`src/pkg/pxr_params.svh`:
```
// constants of the phy extended control register bank
`ifndef PXR_PARAMS_SVH
`define PXR_PARAMS_SVH

`define PXR_PREAMBLE_BITS 6'h20
`define PXR_OP_READ 2'h2
`define PXR_OP_WRITE 2'h1
`define PXR_ADDR_LAST 4'h9
`define PXR_DATA_LAST 4'hF

`define PXR_REG_CTRL0 5'h00
`define PXR_REG_ECS 5'h16
`define PXR_REG_EPC1 5'h17
`define PXR_REG_EPC2 5'h18
`define PXR_SOFT_RST_BIT 15

`define PXR_ECS_FORCE 15
`define PXR_ECS_JABBER 14
`define PXR_ECS_ECHO 13
`define PXR_ECS_SQE 12
`define PXR_ECS_SQL 11:10
`define PXR_ECS_SRE 9
`define PXR_ECS_BCAST 0
`define PXR_EPC1_MODE 13:11
`define PXR_EPC1_FEL 3
`define PXR_EPC2_EDGE 15:13
`define PXR_EPC2_RPWR 12
`define PXR_EPC2_JUMBO 5:4
`define PXR_EPC2_CLB 0

`define PXR_RST_FORCE 1'b0
`define PXR_RST_JABBER 1'b0
`define PXR_RST_ECHO 1'b1
`define PXR_RST_SQE 1'b1
`define PXR_RST_SQL 2'h0
`define PXR_RST_SRE 1'b1
`define PXR_RST_BCAST 1'b0
`define PXR_RST_EPC1_MODE 3'h2
`define PXR_RST_FEL 1'b0
`define PXR_RST_EDGE 3'h0
`define PXR_RST_RPWR 1'b0
`define PXR_RST_JUMBO 2'h0
`define PXR_RST_CLB 1'b0

`define PXR_PKT_STD 16'h0600
`define PXR_PKT_9K 16'h2400
`define PXR_PKT_12K 16'h3000
`define PXR_PKT_16K 16'h4000

`endif

```
`src/pkg/pxr_pkg.sv`:
```
// types of the phy extended control register bank
package pxr_pkg;
    typedef enum logic [2:0] {S_PRE, S_START, S_OP, S_ADDR, S_TA, S_DATA} pxr_state_e;
    typedef enum logic [1:0] {
        MAC_GMII = 2'h0,
        MAC_RMII = 2'h1,
        MAC_RGMII = 2'h2,
        MAC_RSVD = 2'h3
    } pxr_mac_if_e;
    typedef enum logic [1:0] {
        JUMBO_STD = 2'h0,
        JUMBO_9K = 2'h1,
        JUMBO_12K = 2'h2,
        JUMBO_RSVD = 2'h3
    } pxr_jumbo_e;
    typedef logic [4:0] pxr_addr_t;
    typedef logic [15:0] pxr_word_t;
endpackage : pxr_pkg

```
`src/pkg/pxr_acc_if.sv`:
```
// register access strobes from the management frame engine to the register cells
`timescale 1ns/1ps
interface pxr_acc_if;
    import pxr_pkg::*;
    logic wr_pulse;
    logic rd_pulse;
    pxr_addr_t reg_addr;
    pxr_word_t wdata;
    modport drive (output wr_pulse, output rd_pulse, output reg_addr, output wdata);
    modport sink (input wr_pulse, input rd_pulse, input reg_addr, input wdata);
endinterface : pxr_acc_if

```
`src/hdl/pxr_sc_flag.sv`:
```
// self-clearing status flag that holds until read or software reset
`timescale 1ns/1ps
`include "pxr_params.svh"
module pxr_sc_flag
    import pxr_pkg::*;
(
    input wire logic clk_sys,
    input wire logic rst,
    pxr_acc_if.sink acc,
    input wire logic rd_sel,
    input wire logic soft_rst,
    input wire logic event_in,
    output logic flag
);
    logic read_clear;

    assign read_clear = acc.rd_pulse && rd_sel && (acc.reg_addr == `PXR_REG_ECS);

    // an event in the clearing cycle wins, so it is seen on the next read
    always_ff @(posedge clk_sys) begin
        if (rst) begin
            flag <= 1'b0;
        end else if (event_in) begin
            flag <= 1'b1;
        end else if (soft_rst || read_clear) begin
            flag <= 1'b0;
        end
    end
endmodule : pxr_sc_flag

```
`src/hdl/pxr_mode_pend.sv`:
```
// pending and active copies of the clock source and interface mode bits
`timescale 1ns/1ps
`include "pxr_params.svh"
module pxr_mode_pend
    import pxr_pkg::*;
(
    input wire logic clk_sys,
    input wire logic rst,
    pxr_acc_if.sink acc,
    input wire logic wr_sel,
    input wire logic apply,
    output logic [2:0] active
);
    logic [2:0] pending;

    always_ff @(posedge clk_sys) begin
        if (rst) begin
            pending <= `PXR_RST_EPC1_MODE;
        end else if (acc.wr_pulse && wr_sel && acc.reg_addr == `PXR_REG_EPC1) begin
            pending <= acc.wdata[`PXR_EPC1_MODE];
        end
    end

    // the running mode only moves at a software reset or while held in low power
    always_ff @(posedge clk_sys) begin
        if (rst) begin
            active <= `PXR_RST_EPC1_MODE;
        end else if (apply) begin
            active <= pending;
        end
    end
endmodule : pxr_mode_pend

```
`src/hdl/pxr_ext_regs.sv`:
```
// phy extended control registers with their serial management frame engine
`timescale 1ns/1ps
`include "pxr_params.svh"
module pxr_ext_regs
    import pxr_pkg::*;
#(
    parameter int NUM_PHY = 4,
    parameter logic [4:0] PHY_BASE = 5'h00
)(
    input wire logic clk_sys,
    input wire logic rst,
    input wire logic mdc,
    input wire logic mdio_in,
    output logic mdio_out,
    output logic mdio_oe,
    input wire logic low_power_hold_mode,
    input wire logic ref_clock_tight_ppm,
    input wire logic [NUM_PHY-1:0] link_raw,
    input wire logic [NUM_PHY-1:0] eof_error_evt,
    input wire logic [NUM_PHY-1:0] link_disc_evt,
    output logic [NUM_PHY-1:0] soft_reset,
    output logic [NUM_PHY-1:0] link_pass,
    output logic [NUM_PHY-1:0] force_link,
    output logic [NUM_PHY-1:0] jabber_disable,
    output logic [NUM_PHY-1:0] echo_disable,
    output logic [NUM_PHY-1:0] sqe_disable,
    output logic [NUM_PHY-1:0][1:0] squelch_level,
    output logic [NUM_PHY-1:0] sticky_rst_en,
    output logic [NUM_PHY-1:0] bcast_write,
    output logic [NUM_PHY-1:0][1:0] mac_if_mode,
    output logic [NUM_PHY-1:0] rx_clk_from_ref,
    output logic [NUM_PHY-1:0] far_end_loopback,
    output logic [NUM_PHY-1:0][2:0] edge_rate,
    output logic [NUM_PHY-1:0] reduced_power,
    output logic [NUM_PHY-1:0][1:0] jumbo_mode,
    output logic [NUM_PHY-1:0][15:0] max_pkt_len,
    output logic [NUM_PHY-1:0] connector_loopback
);
    pxr_acc_if acc ();

    pxr_state_e state;
    logic mdc_d;
    logic mdc_rise;
    logic [5:0] pre_cnt;
    logic [3:0] bit_cnt;
    logic op_first;
    logic is_read;
    logic [8:0] addr_sh;
    logic [4:0] frame_phy;
    logic [4:0] phy_off;
    logic in_range;
    logic bcast_on;
    logic [15:0] data_sh;
    logic [15:0] rd_word;
    logic [NUM_PHY-1:0] wr_sel;
    logic [NUM_PHY-1:0] rd_sel;
    logic [NUM_PHY-1:0] ecs_wr;
    logic [NUM_PHY-1:0] epc1_wr;
    logic [NUM_PHY-1:0] epc2_wr;
    logic [NUM_PHY-1:0] eof_flag;
    logic [NUM_PHY-1:0] disc_flag;
    logic [NUM_PHY-1:0][2:0] epc1_active;

    // the management clock is sampled as a plain input; only its rising edge matters
    always_ff @(posedge clk_sys) begin
        if (rst) begin
            mdc_d <= 1'b0;
        end else begin
            mdc_d <= mdc;
        end
    end

    assign mdc_rise = mdc && !mdc_d;

    // frame sequencer: preamble, start, opcode, addresses, turnaround, data
    always_ff @(posedge clk_sys) begin
        if (rst) begin
            state <= S_PRE;
            pre_cnt <= 6'h00;
            bit_cnt <= 4'h0;
            op_first <= 1'b0;
            is_read <= 1'b0;
        end else if (mdc_rise) begin
            unique case (state)
                S_PRE: begin
                    if (mdio_in) begin
                        if (pre_cnt != `PXR_PREAMBLE_BITS) begin
                            pre_cnt <= pre_cnt + 6'h01;
                        end
                    end else begin
                        pre_cnt <= 6'h00;
                        if (pre_cnt == `PXR_PREAMBLE_BITS) begin
                            state <= S_START;
                        end
                    end
                end
                S_START: begin
                    bit_cnt <= 4'h0;
                    state <= mdio_in ? S_OP : S_PRE;
                end
                S_OP: begin
                    op_first <= mdio_in;
                    bit_cnt <= bit_cnt + 4'h1;
                    if (bit_cnt == 4'h1) begin
                        bit_cnt <= 4'h0;
                        is_read <= ({op_first, mdio_in} == `PXR_OP_READ);
                        if ({op_first, mdio_in} == `PXR_OP_READ
                            || {op_first, mdio_in} == `PXR_OP_WRITE) begin
                            state <= S_ADDR;
                        end else begin
                            state <= S_PRE;
                        end
                    end
                end
                S_ADDR: begin
                    bit_cnt <= bit_cnt + 4'h1;
                    if (bit_cnt == `PXR_ADDR_LAST) begin
                        bit_cnt <= 4'h0;
                        state <= S_TA;
                    end
                end
                S_TA: begin
                    bit_cnt <= bit_cnt + 4'h1;
                    if (bit_cnt == 4'h1) begin
                        bit_cnt <= 4'h0;
                        state <= S_DATA;
                    end
                end
                S_DATA: begin
                    bit_cnt <= bit_cnt + 4'h1;
                    if (bit_cnt == `PXR_DATA_LAST) begin
                        bit_cnt <= 4'h0;
                        state <= S_PRE;
                    end
                end
                default: begin
                    state <= S_PRE;
                end
            endcase
        end
    end

    // phy and register address; held until the next frame reaches its address
    always_ff @(posedge clk_sys) begin
        if (rst) begin
            addr_sh <= 9'h000;
            frame_phy <= 5'h00;
            acc.reg_addr <= 5'h00;
        end else if (mdc_rise && state == S_ADDR) begin
            addr_sh <= {addr_sh[7:0], mdio_in};
            if (bit_cnt == `PXR_ADDR_LAST) begin
                frame_phy <= addr_sh[8:4];
                acc.reg_addr <= {addr_sh[3:0], mdio_in};
            end
        end
    end

    assign phy_off = frame_phy - PHY_BASE;
    assign in_range = ({27'h0000000, phy_off} < 32'(NUM_PHY));

    // a write reaches every phy whose address matches, or all while the addressed phy has broadcast on
    always_comb begin
        bcast_on = 1'b0;
        for (int i = 0; i < NUM_PHY; i++) begin
            if (phy_off == 5'(i)) begin
                bcast_on = bcast_write[i];
            end
        end
        for (int i = 0; i < NUM_PHY; i++) begin
            wr_sel[i] = in_range && (bcast_on || phy_off == 5'(i));
            rd_sel[i] = in_range && (phy_off == 5'(i));
            ecs_wr[i] = acc.wr_pulse && wr_sel[i] && acc.reg_addr == `PXR_REG_ECS;
            epc1_wr[i] = acc.wr_pulse && wr_sel[i] && acc.reg_addr == `PXR_REG_EPC1;
            epc2_wr[i] = acc.wr_pulse && wr_sel[i] && acc.reg_addr == `PXR_REG_EPC2;
        end
    end

    // read strobe comes in the turnaround so the snapshot and the clear share one cycle
    always_ff @(posedge clk_sys) begin
        if (rst) begin
            acc.rd_pulse <= 1'b0;
            acc.wr_pulse <= 1'b0;
            acc.wdata <= 16'h0000;
        end else begin
            acc.rd_pulse <= mdc_rise && state == S_TA && bit_cnt == 4'h0
                && is_read && in_range;
            acc.wr_pulse <= mdc_rise && state == S_DATA && bit_cnt == `PXR_DATA_LAST
                && !is_read;
            if (mdc_rise && state == S_DATA && bit_cnt == `PXR_DATA_LAST) begin
                acc.wdata <= {data_sh[14:0], mdio_in};
            end
        end
    end

    always_ff @(posedge clk_sys) begin
        if (rst) begin
            data_sh <= 16'h0000;
        end else if (acc.rd_pulse) begin
            data_sh <= rd_word;
        end else if (mdc_rise) begin
            if (state == S_TA && bit_cnt == 4'h1 && is_read) begin
                data_sh <= {data_sh[14:0], 1'b0};
            end else if (state == S_DATA) begin
                data_sh <= {data_sh[14:0], is_read ? 1'b0 : mdio_in};
            end
        end
    end

    // the pin changes just after a rising edge so the controller samples it stable
    always_ff @(posedge clk_sys) begin
        if (rst) begin
            mdio_oe <= 1'b0;
            mdio_out <= 1'b0;
        end else if (mdc_rise) begin
            if (state == S_TA && is_read && in_range) begin
                mdio_oe <= 1'b1;
                mdio_out <= (bit_cnt == 4'h0) ? 1'b0 : data_sh[15];
            end else if (state == S_DATA && mdio_oe && bit_cnt != `PXR_DATA_LAST) begin
                mdio_out <= data_sh[15];
            end else begin
                mdio_oe <= 1'b0;
                mdio_out <= 1'b0;
            end
        end
    end

    // only the addressed phy answers; unknown registers and reserved bits read zero
    always_comb begin
        rd_word = 16'h0000;
        for (int i = 0; i < NUM_PHY; i++) begin
            if (rd_sel[i] && acc.reg_addr == `PXR_REG_ECS) begin
                rd_word = {force_link[i], jabber_disable[i], echo_disable[i],
                    sqe_disable[i], squelch_level[i], sticky_rst_en[i], eof_flag[i],
                    disc_flag[i], link_pass[i], 5'h00, bcast_write[i]};
            end else if (rd_sel[i] && acc.reg_addr == `PXR_REG_EPC1) begin
                rd_word = {2'h0, epc1_active[i], 7'h00, far_end_loopback[i], 3'h0};
            end else if (rd_sel[i] && acc.reg_addr == `PXR_REG_EPC2) begin
                rd_word = {edge_rate[i], reduced_power[i], 6'h00, jumbo_mode[i], 3'h0,
                    connector_loopback[i]};
            end
        end
    end

    // a mode write takes hold at this reset, or while low_power_hold_mode is high
    always_ff @(posedge clk_sys) begin
        for (int i = 0; i < NUM_PHY; i++) begin
            if (rst) begin
                soft_reset[i] <= 1'b0;
            end else begin
                soft_reset[i] <= acc.wr_pulse && wr_sel[i]
                    && acc.reg_addr == `PXR_REG_CTRL0
                    && acc.wdata[`PXR_SOFT_RST_BIT];
            end
        end
    end

    // sticky fields of the extended control and status register
    always_ff @(posedge clk_sys) begin
        for (int i = 0; i < NUM_PHY; i++) begin
            if (rst || (soft_reset[i] && !sticky_rst_en[i])) begin
                force_link[i] <= `PXR_RST_FORCE;
                jabber_disable[i] <= `PXR_RST_JABBER;
                echo_disable[i] <= `PXR_RST_ECHO;
                sqe_disable[i] <= `PXR_RST_SQE;
                squelch_level[i] <= `PXR_RST_SQL;
                bcast_write[i] <= `PXR_RST_BCAST;
            end else if (ecs_wr[i]) begin
                force_link[i] <= acc.wdata[`PXR_ECS_FORCE];
                jabber_disable[i] <= acc.wdata[`PXR_ECS_JABBER];
                echo_disable[i] <= acc.wdata[`PXR_ECS_ECHO];
                sqe_disable[i] <= acc.wdata[`PXR_ECS_SQE];
                squelch_level[i] <= acc.wdata[`PXR_ECS_SQL];
                bcast_write[i] <= acc.wdata[`PXR_ECS_BCAST];
            end
        end
    end

    // the enable itself ignores software reset
    always_ff @(posedge clk_sys) begin
        for (int i = 0; i < NUM_PHY; i++) begin
            if (rst) begin
                sticky_rst_en[i] <= `PXR_RST_SRE;
            end else if (ecs_wr[i]) begin
                sticky_rst_en[i] <= acc.wdata[`PXR_ECS_SRE];
            end
        end
    end

    // loopback controls are not sticky and always return to default
    always_ff @(posedge clk_sys) begin
        for (int i = 0; i < NUM_PHY; i++) begin
            if (rst || soft_reset[i]) begin
                far_end_loopback[i] <= `PXR_RST_FEL;
                connector_loopback[i] <= `PXR_RST_CLB;
            end else begin
                if (epc1_wr[i]) begin
                    far_end_loopback[i] <= acc.wdata[`PXR_EPC1_FEL];
                end
                if (epc2_wr[i]) begin
                    connector_loopback[i] <= acc.wdata[`PXR_EPC2_CLB];
                end
            end
        end
    end

    // sticky fields of ext_phy_control_two
    always_ff @(posedge clk_sys) begin
        for (int i = 0; i < NUM_PHY; i++) begin
            if (rst || (soft_reset[i] && !sticky_rst_en[i])) begin
                edge_rate[i] <= `PXR_RST_EDGE;
                reduced_power[i] <= `PXR_RST_RPWR;
                jumbo_mode[i] <= `PXR_RST_JUMBO;
            end else if (epc2_wr[i]) begin
                edge_rate[i] <= acc.wdata[`PXR_EPC2_EDGE];
                reduced_power[i] <= acc.wdata[`PXR_EPC2_RPWR];
                jumbo_mode[i] <= acc.wdata[`PXR_EPC2_JUMBO];
            end
        end
    end

    // derived link, clock and packet length controls
    always_ff @(posedge clk_sys) begin
        for (int i = 0; i < NUM_PHY; i++) begin
            if (rst) begin
                link_pass[i] <= 1'b0;
                rx_clk_from_ref[i] <= 1'b0;
                max_pkt_len[i] <= `PXR_PKT_STD;
            end else begin
                link_pass[i] <= force_link[i] || link_raw[i];
                rx_clk_from_ref[i] <= epc1_active[i][2]
                    && epc1_active[i][1:0] != MAC_RMII;
                unique case (pxr_jumbo_e'(jumbo_mode[i]))
                    JUMBO_9K: begin
                        max_pkt_len[i] <= ref_clock_tight_ppm ? `PXR_PKT_12K
                            : `PXR_PKT_9K;
                    end
                    JUMBO_12K: begin
                        max_pkt_len[i] <= ref_clock_tight_ppm ? `PXR_PKT_16K
                            : `PXR_PKT_12K;
                    end
                    // reserved code behaves as the standard length
                    JUMBO_STD, JUMBO_RSVD: begin
                        max_pkt_len[i] <= `PXR_PKT_STD;
                    end
                endcase
            end
        end
    end

    for (genvar g = 0; g < NUM_PHY; g++) begin : g_phy
        pxr_sc_flag u_eof (
            .clk_sys(clk_sys),
            .rst(rst),
            .acc(acc),
            .rd_sel(rd_sel[g]),
            .soft_rst(soft_reset[g]),
            .event_in(eof_error_evt[g]),
            .flag(eof_flag[g])
        );

        pxr_sc_flag u_disc (
            .clk_sys(clk_sys),
            .rst(rst),
            .acc(acc),
            .rd_sel(rd_sel[g]),
            .soft_rst(soft_reset[g]),
            .event_in(link_disc_evt[g]),
            .flag(disc_flag[g])
        );

        pxr_mode_pend u_mode (
            .clk_sys(clk_sys),
            .rst(rst),
            .acc(acc),
            .wr_sel(wr_sel[g]),
            .apply(soft_reset[g] || low_power_hold_mode),
            .active(epc1_active[g])
        );

        assign mac_if_mode[g] = epc1_active[g][1:0];
    end
endmodule : pxr_ext_regs

```
`config.mk`:
```
export PLATFORM = sky130hd
export DESIGN_NAME = pxr_ext_regs
export DESIGN_NICKNAME = d
export VERILOG_FILES = /design/src/pkg/pxr_pkg.sv /design/src/pkg/pxr_acc_if.sv /design/src/hdl/pxr_sc_flag.sv /design/src/hdl/pxr_mode_pend.sv /design/src/hdl/pxr_ext_regs.sv
export VERILOG_INCLUDE_DIRS = /design/src /design/src/pkg
export SDC_FILE = /design/constraint.sdc
export NUM_CORES = 1
export LEC_CHECK = 0
export BUFFER_PORTS_ARGS = -buffer_cell sky130_fd_sc_hd__buf_2
export CORE_MARGIN = 2
export CORE_UTILIZATION = 60
export CTS_CLUSTER_DIAMETER = 80
export DETAILED_ROUTE_END_ITERATION = 8
export MAX_ROUTING_LAYER = met4
export PLACE_DENSITY = 0.92
export SLEW_MARGIN = 20
export SYNTH_ARGS = -nofsm -noshare
export SYNTH_HDL_FRONTEND = slang
export SYNTH_SLANG_ARGS = --single-unit
```
`constraint.sdc`:
```
create_clock -name clk_sys -period 3.45 [get_ports clk_sys]
set_input_delay 0.1725 -clock clk_sys [delete_from_list [all_inputs] [get_ports clk_sys]]
set_output_delay 0.1725 -clock clk_sys [all_outputs]
set_load 0.01 [all_outputs]
```
==> results.md, run 1 <==
- Fillcell total: between 1000 and 1500
- Worst-path maximum fanout: 18
- Final critical-path required period: about 2.7 ns
- Achievable clock frequency: 368 MHz
- Post-synthesis instance area: around 9000 um^2
- Sum of negative setup slack: 0 ns
- Wire length of the first global-routing pass: approximately 40000 um
- Starting utilization of the core area: 61.8%
- Number of buffers inserted during clock tree synthesis: 17
- Run status: completed
- Syn Area/Cell: slightly below 9 um^2
- Yosys warning count: 0
- Detailed router's first-iteration violation count: ~1000
- Number of cells upsized or downsized after cts: 0
- Final routed wire length divided by cell count: between 15 and 20 um
- Critical Path Start: frame_phy[0]
- Beginning of the worst register-to-register path: frame_phy[0]
- Wire length reported by the detailed router: around 26000 um
- Critical Path End Type: register
- Portion of the clock cycle consumed by the worst path in the final layout: about four fifths
- Sink Count: approximately 190
- Slowest cell delay on critical path: roughly 0.77 ns
- Type of the worst setup path: register to register
- Worst min path class: input port to register
- Number of buffers inserted by port buffering: approximately 120
- Clock-pin transition on the worst setup and hold timing paths: about 0.070 ns
- CP Data Arrival Time: 3.05 ns
- Pre-antenna DRT Iters: 7
- Number of max-cap violations: 0
- Clock Skew: between 0.008 and 0.009 ns
- Number of flops mapped to enable cells by yosys: 0
- Detailed placer's ending HPWL: approximately 18000 um
- Antenna Nets Post-Route: 0
- Height of the die: 127 um
- Headroom to the max-slew limit: 36.7%
- FP Rows: 44
- Worst slack on hold paths: between 0.1 and 0.15 ns
- Worst IR drop on VDD: ~0.38 mV
- Critical Path Source Type: register
- Number of post-CTS setup repair buffers: 0
- Synthesized instance count: 1040
- Share of post-route cells with drive strength above 1: ~17%
- Clock Latency Late Sink: 0.44 ns
- Final Setup Violations: 0
- Global route overflow: 0
- Area grow syn2layout: 11.5%
- Count of vias placed by the detailed router: around 8200
- Sequential element share of the synthesized area: between 40 and 50%
- Ys flop type: dfxtp_1
- Slowest-stage cell, CP: dfxtp_1
- CP Cell Sequence: nor2b_1, nand3_1, nand2b_1, a222oi_1, o211ai_1, a32o_1
- Cell family with the largest share of critical-path delay: simple AND/OR/NAND/NOR gates
- Leakage power figure: 4.12 nW
- Io pins: between 150 and 200
- Largest net degree at the start of global routing: 77
- Core ar.: roughly 15000 um^2
- Routability-driven placement congestion ratio: about 1
- Residual DRC: 0
- Total inserted antenna cells: 0
- Initial antenna violation count: 0
- Root Buffer: clkbuf_16
- Die Footprint: 16100 um^2
- Worst-case clock buffer depth: 2
- Most common library cell in the layout ignoring fill and taps: dfxtp_1
- Max-slew violations: 0
- Crit path buffers/inverters: 0
- Top library cells by usage in the layout, fill and taps aside: dfxtp_1 (194), nor2_1 (131), buf_2 (122)
- Die Wd: about 130 um
- Hold violation total from the final report: 0
- Vias in the first global route: ~7400
- Measured slew at the worst slew-check pin: between 0.9 and 1 ns
- Net count, final: between 1000 and 1500
- Global-route total usage across every layer: about 32%
- H-tree depth: 4
- TritonCTS clock tree: yes
- RSZ-0062 raised after global routing: false
- Unique masters post-synth: between 70 and 80
- Required time at the endpoint of the critical path: about 3.8 ns
- Vias per Instance: about 6.2
- Async SR Flop Fraction: 0%
- Flip-flop and latch count after synthesis: around 190
- Power density of the placed cells: between 400 and 500 nW/um^2
- Startpoint of the tightest hold check path: ref_clock_tight_ppm
-- worst reg2reg max path: cells and delay by family, from the launching register on --
kind             cells  cell delay [ns]
AO/OA/AOI/OAI        3             0.73
AND/OR/NAND/NOR      3             1.11
flip-flops           1             0.77
-- synth_stat cells, drive strengths merged (4+ instances only) --
cell type | n | area share [%]
a21oi | 75 | 4.2
o21ai | 40 | 2.3
a211o | 16 | 1.5
buf | 82 | 6.4
and2 | 7 | 0.48
xor2 | 4 | 0.39
a31oi | 6 | 0.48
nor2 | 138 | 6.1
o21a | 5 | 0.43
mux2i | 85 | 9.4
a221oi | 7 | 0.68
a22oi | 6 | 0.50
a21o | 4 | 0.33
or2 | 5 | 0.35
o31ai | 4 | 0.33
nor3b | 11 | 0.91
dfxtp | 194 | 43
ha | 14 | 1.9
nor3 | 21 | 1.3
nand2 | 87 | 3.7
and3 | 10 | 0.69
nand3 | 45 | 2.5
nor2b | 30 | 2.1
nand3b | 10 | 0.83
o22ai | 6 | 0.41
inv | 23 | 0.95
nand2b | 11 | 0.76
clkbuf | 38 | 1.6
a211oi | 7 | 0.64
-- flip-flops by register name (all words and copies together) (netlist names), 5 cells and up --
signal	cells
acc.reg_addr	5
acc.wdata	11
addr_sh	9
data_sh	16
edge_rate	12
frame_phy	5
g_phy.u_mode.active	12
g_phy.u_mode.pending	12
jumbo_mode	8
max_pkt_len	20
pre_cnt	6
squelch_level	8
-- per-stage QoR --
step                      power, mW  area (um^2)  worst slack, ns  cells  util [%]
after floorplan                2.44         9210             1.57   1083         -
after global placement         2.44         9440            0.957   1283      64.5
after detailed placement       2.44         9440            0.866   1283      64.5
after CTS                      4.20        10100            0.849   1325      68.9
after global routing           4.30        10100            0.663   1325      68.9
final                          4.20        10100            0.735   1325      68.9
-- repair_timing --
action | 4_1_cts | 5_1_grt
hold buffers | 13 | 0
endpoints found under the hold margin | 13 | 0
endpoints found under the setup margin | 0 | 0
-- where the power goes --
part           switching [mW]  total (mW)  internal, mW  leakage (nW)
clock                   0.855        1.80         0.948         0.236
combinational          0.0941       0.137        0.0425          2.31
sequential             0.0118        2.26          2.25          1.57
-- path summary, 6_finish.rpt --
check	endpoint	slack (ns)	depth (start not counted)
max	data_sh[0]	0.74	6
min	max_pkt_len[29]	0.11	2
max reg2reg	data_sh[0]	0.74	6
min reg2reg	g_phy[0].u_mode.pending[0]	0.45	2
-- logic make-up (layout without fill, tap and decap cells) --
group | Yosys count | count (layout) | share of synthesized area, %
buffers and inverters | 143 | 201 | 8.93
adder cells (fa/ha/maj) | 14 | 14 | 1.94
XOR/XNOR | 6 | 6 | 0.581
flip-flops | 194 | 194 | 42.9
other | 1 | 44 | 0.0414
AO/OA/AOI/OAI | 203 | 203 | 14.7
multiplexers | 87 | 87 | 9.65
AND/OR/NAND/NOR | 392 | 392 | 21.3
-- cell type report --
type / instances / area [um^2] / share of cell area (%)
clock buffers: 21 / 460 / 4.56
clock inverters: 8 / 58.8 / 0.583
inverters: 23 / 86.3 / 0.856
multi-input cells: 746 / 4520 / 44.8
flip-flops and latches: 194 / 3880 / 38.5
well taps: 184 / 230 / 2.28
repair buffers: 149 / 846 / 8.38
-- metal layers --
metal	wire (um)	vias to the layer above	global-route usage, %
li1	-	3695	-
met1	10400	3769	41.6
met2	11400	602	49.1
met3	2920	114	7.72
met4	1080	0	13.8
met5	0	-	-
(Power assumes the default switching activity.)
==> run 2: changes to the inputs <==
--- a/config.mk
+++ b/config.mk
@@ -8,11 +8,11 @@
 export LEC_CHECK = 0
 export BUFFER_PORTS_ARGS = -buffer_cell sky130_fd_sc_hd__buf_2
 export CORE_MARGIN = 2
-export CORE_UTILIZATION = 60
+export CORE_UTILIZATION = 56
 export CTS_CLUSTER_DIAMETER = 80
 export DETAILED_ROUTE_END_ITERATION = 8
 export MAX_ROUTING_LAYER = met4
-export PLACE_DENSITY = 0.92
+export PLACE_DENSITY = 0.87
 export SLEW_MARGIN = 20
 export SYNTH_ARGS = -nofsm -noshare
 export SYNTH_HDL_FRONTEND = slang
==> constraint.sdc (replaced) <==
create_clock -name clk_sys -period 2.5 [get_ports clk_sys]
set_input_delay 0.125 -clock clk_sys [delete_from_list [all_inputs] [get_ports clk_sys]]
set_output_delay 0.125 -clock clk_sys [all_outputs]
set_load 0.01 [all_outputs]
==> run 2 against run 1 <==
  * Sequential power up 38%
  * Global-route usage shrank 2.3 points
  * Worst setup slack worse by 0.45 ns
  * Final area rose by 2.0%
  * Largest cell class unchanged
  * Largest power group unchanged
==> results.md, run 2 (synthesis results as in run 1) <==
- Worst r2r dst: connector_loopback[0]
- Registers with the most flip-flops: max_pkt_len (20), data_sh (16)
- Leakage power figure: about 4.2 nW
- Final routed wire length divided by cell count: ~19 um
- Clock Skew: ~0.0093 ns
- Global route overflow: 0
- RSZ-0062 raised after global routing: false
- Detailed placer's ending HPWL: ~18000 um
- FP Rows: 46
- Root Buffer: clkbuf_16
- Area grow syn2layout: 13.7%
- Measured slew at the worst slew-check pin: a little over 0.7 ns
- Height of the die: ~130 um
- Slowest-stage cell, CP: or4b_1
- Count of vias placed by the detailed router: just over 8000
- Achievable clock frequency: 451 MHz
- Global-route total usage across every layer: ~30%
- Crit path buffers/inverters: 0
- Die Wd: between 100 and 150 um
- Top reg by flops: max_pkt_len
- Final Setup Violations: 0
- Critical Path End Type: register
- Slowest cell delay on critical path: between 0.5 and 0.6 ns
- Fillcell total: about 1300
- Headroom to the max-slew limit: a little over half
- Worst hold stages: 2
- Die Footprint: between 15000 and 20000 um^2
- Clock-pin transition on the worst setup and hold timing paths: approximately 0.070 ns
- Hold violation total from the final report: 0
- Worst-case clock buffer depth: 2
- Beginning of the worst register-to-register path: frame_phy[2]
- Number of max-cap violations: 0
- Residual DRC: 0
- Final critical-path required period: 2.22 ns
- Type of the worst setup path: register to register
- Sum of negative setup slack: 0 ns
- Number of buffers inserted during clock tree synthesis: 17
- Post-DP Area: approximately 9600 um^2
- Number of cells upsized or downsized after cts: 0
- Fin util: about two thirds
- Antenna Nets Post-Route: 0
- Detailed router's first-iteration violation count: around 850
- Reg2Reg Setup Slack: between 0.2 and 0.3 ns
- Vias per Instance: 5.88
- CP Cell Sequence: or4b_1, a21oi_2, o21a_2, nand2_1, mux2i_1, nor3_1
- Critical Path Source Type: register
- Number of cells on the worst reg-to-reg path: 6
- Most common library cell in the layout ignoring fill and taps: dfxtp_1
- Startpoint of the tightest hold check path: ref_clock_tight_ppm
- Worst-path maximum fanout: 21
- Run status: completed
- Critical Path Start: frame_phy[2]
- Worst min path class: input port to register
- Wire length reported by the detailed router: roughly 25000 um
- Max reg flops: 20
- Area of the multi-input gates: around 4500 um^2
- WHS Endpoint: max_pkt_len[13]
- Vias in the first global route: 7613
- CP Data Arrival Time: between 2 and 3 ns
- Sink Count: between 150 and 200
- TritonCTS clock tree: yes
- H-tree depth: 4
- Cell family with the largest share of critical-path delay: simple AND/OR/NAND/NOR gates
- Net count, final: roughly 1200
- Clock Latency Late Sink: ~0.45 ns
- Io pins: ~170
- Power density of the placed cells: approximately 570 nW/um^2
- Final Instance Area: about 10000 um^2
- Number of buffers inserted by port buffering: around 120
- Max-slew violations: 0
- Initial antenna violation count: 0
- Required time at the endpoint of the critical path: between 2 and 3 ns
- Storage cell area: 3880 um^2
- Pre-antenna DRT Iters: 5
- Core ar.: about 16000 um^2
- Share of post-route cells with drive strength above 1: between 10% and 20%
- Post-placement worst setup slack: 0.304 ns
- Worst IR drop on VDD: 0.495 mV
- Portion of the clock cycle consumed by the worst path in the final layout: 88.7%
- Least setup slack across all paths after layout: between 0.2 and 0.3 ns
- Largest net degree at the start of global routing: 42
- Top library cells by usage in the layout, fill and taps aside: dfxtp_1 (194), nor2_1 (131), buf_2 (122)
- Total number of cells along the worst setup path: 6
- Routability-driven placement congestion ratio: roughly 1.0
- Wire length of the first global-routing pass: around 40000 um
- Total inserted antenna cells: 0
- Starting utilization of the core area: a little under three fifths
run 2: cell types whose count changed in the layout (fill, tap and decap cells not counted), moves of 2 or more:
cell and delta:
buf_4 +14, buf_12 +2, clkbuf_8 -2, clkinv_4 +2, inv_6 +2
run 2: how the worst max path moves through the flow:
| stage | end | slack (ns) |
|---|---|---|
| finish | connector_loopback[0] | 0.28 |
| global route | connector_loopback[0] | 0.16 |
| detailed placement | connector_loopback[0] | 0.30 |
| CTS | connector_loopback[0] | 0.30 |
| global placement | connector_loopback[0] | 0.40 |
| floorplan | data_sh[3] | 0.62 |
run 2: per-layer routing:
| metal | track usage, % | share of wire [%] | routed length, um |
|---|---|---|---|
| met1 | 37.9 | 41 | 10300 |
| met2 | 46.9 | 46 | 11800 |
| met3 | 5.98 | 9.6 | 2450 |
| met4 | 13.8 | 3.6 | 926 |
| met5 | - | 0 | 0 |
run 2: metrics by stage:
step                hold WS, ns  total power, mW  instances
global route             0.0846             6.00       1376
finish                   0.0633             5.86       1376
global placement          0.324             3.37       1331
CTS                      0.0401             5.87       1376
detailed placement        0.336             3.37       1331
floorplan                 0.241             3.37       1083
run 2: repair_timing:
item                      CTS  global route
hold buffers               13             0
buffers inserted            0             0
hold endpoints to repair   13             0
run 2: worst register-to-register path, delay by kind of cell, from the launching register on:
kind	cells	cell delay, ns
flops	1	0.37
simple gates	3	1.00
mux	1	0.18
compound gates	2	0.58
run 2: power by group:
group          internal, mW  switching, mW  leakage [nW]
sequential             3.11         0.0163          1.57
combinational        0.0639          0.133          2.41
clock                  1.29           1.26         0.248
run 2: layout make-up:
| type | count | area share [%] |
|---|---|---|
| well taps | 216 | 2.63 |
| clock inverters | 13 | 0.997 |
| repair buffers | 165 | 9.63 |
| inverters | 23 | 0.839 |
| flip-flops and latches | 194 | 37.7 |
| multi-input cells | 746 | 44.0 |
| clock buffers | 19 | 4.21 |
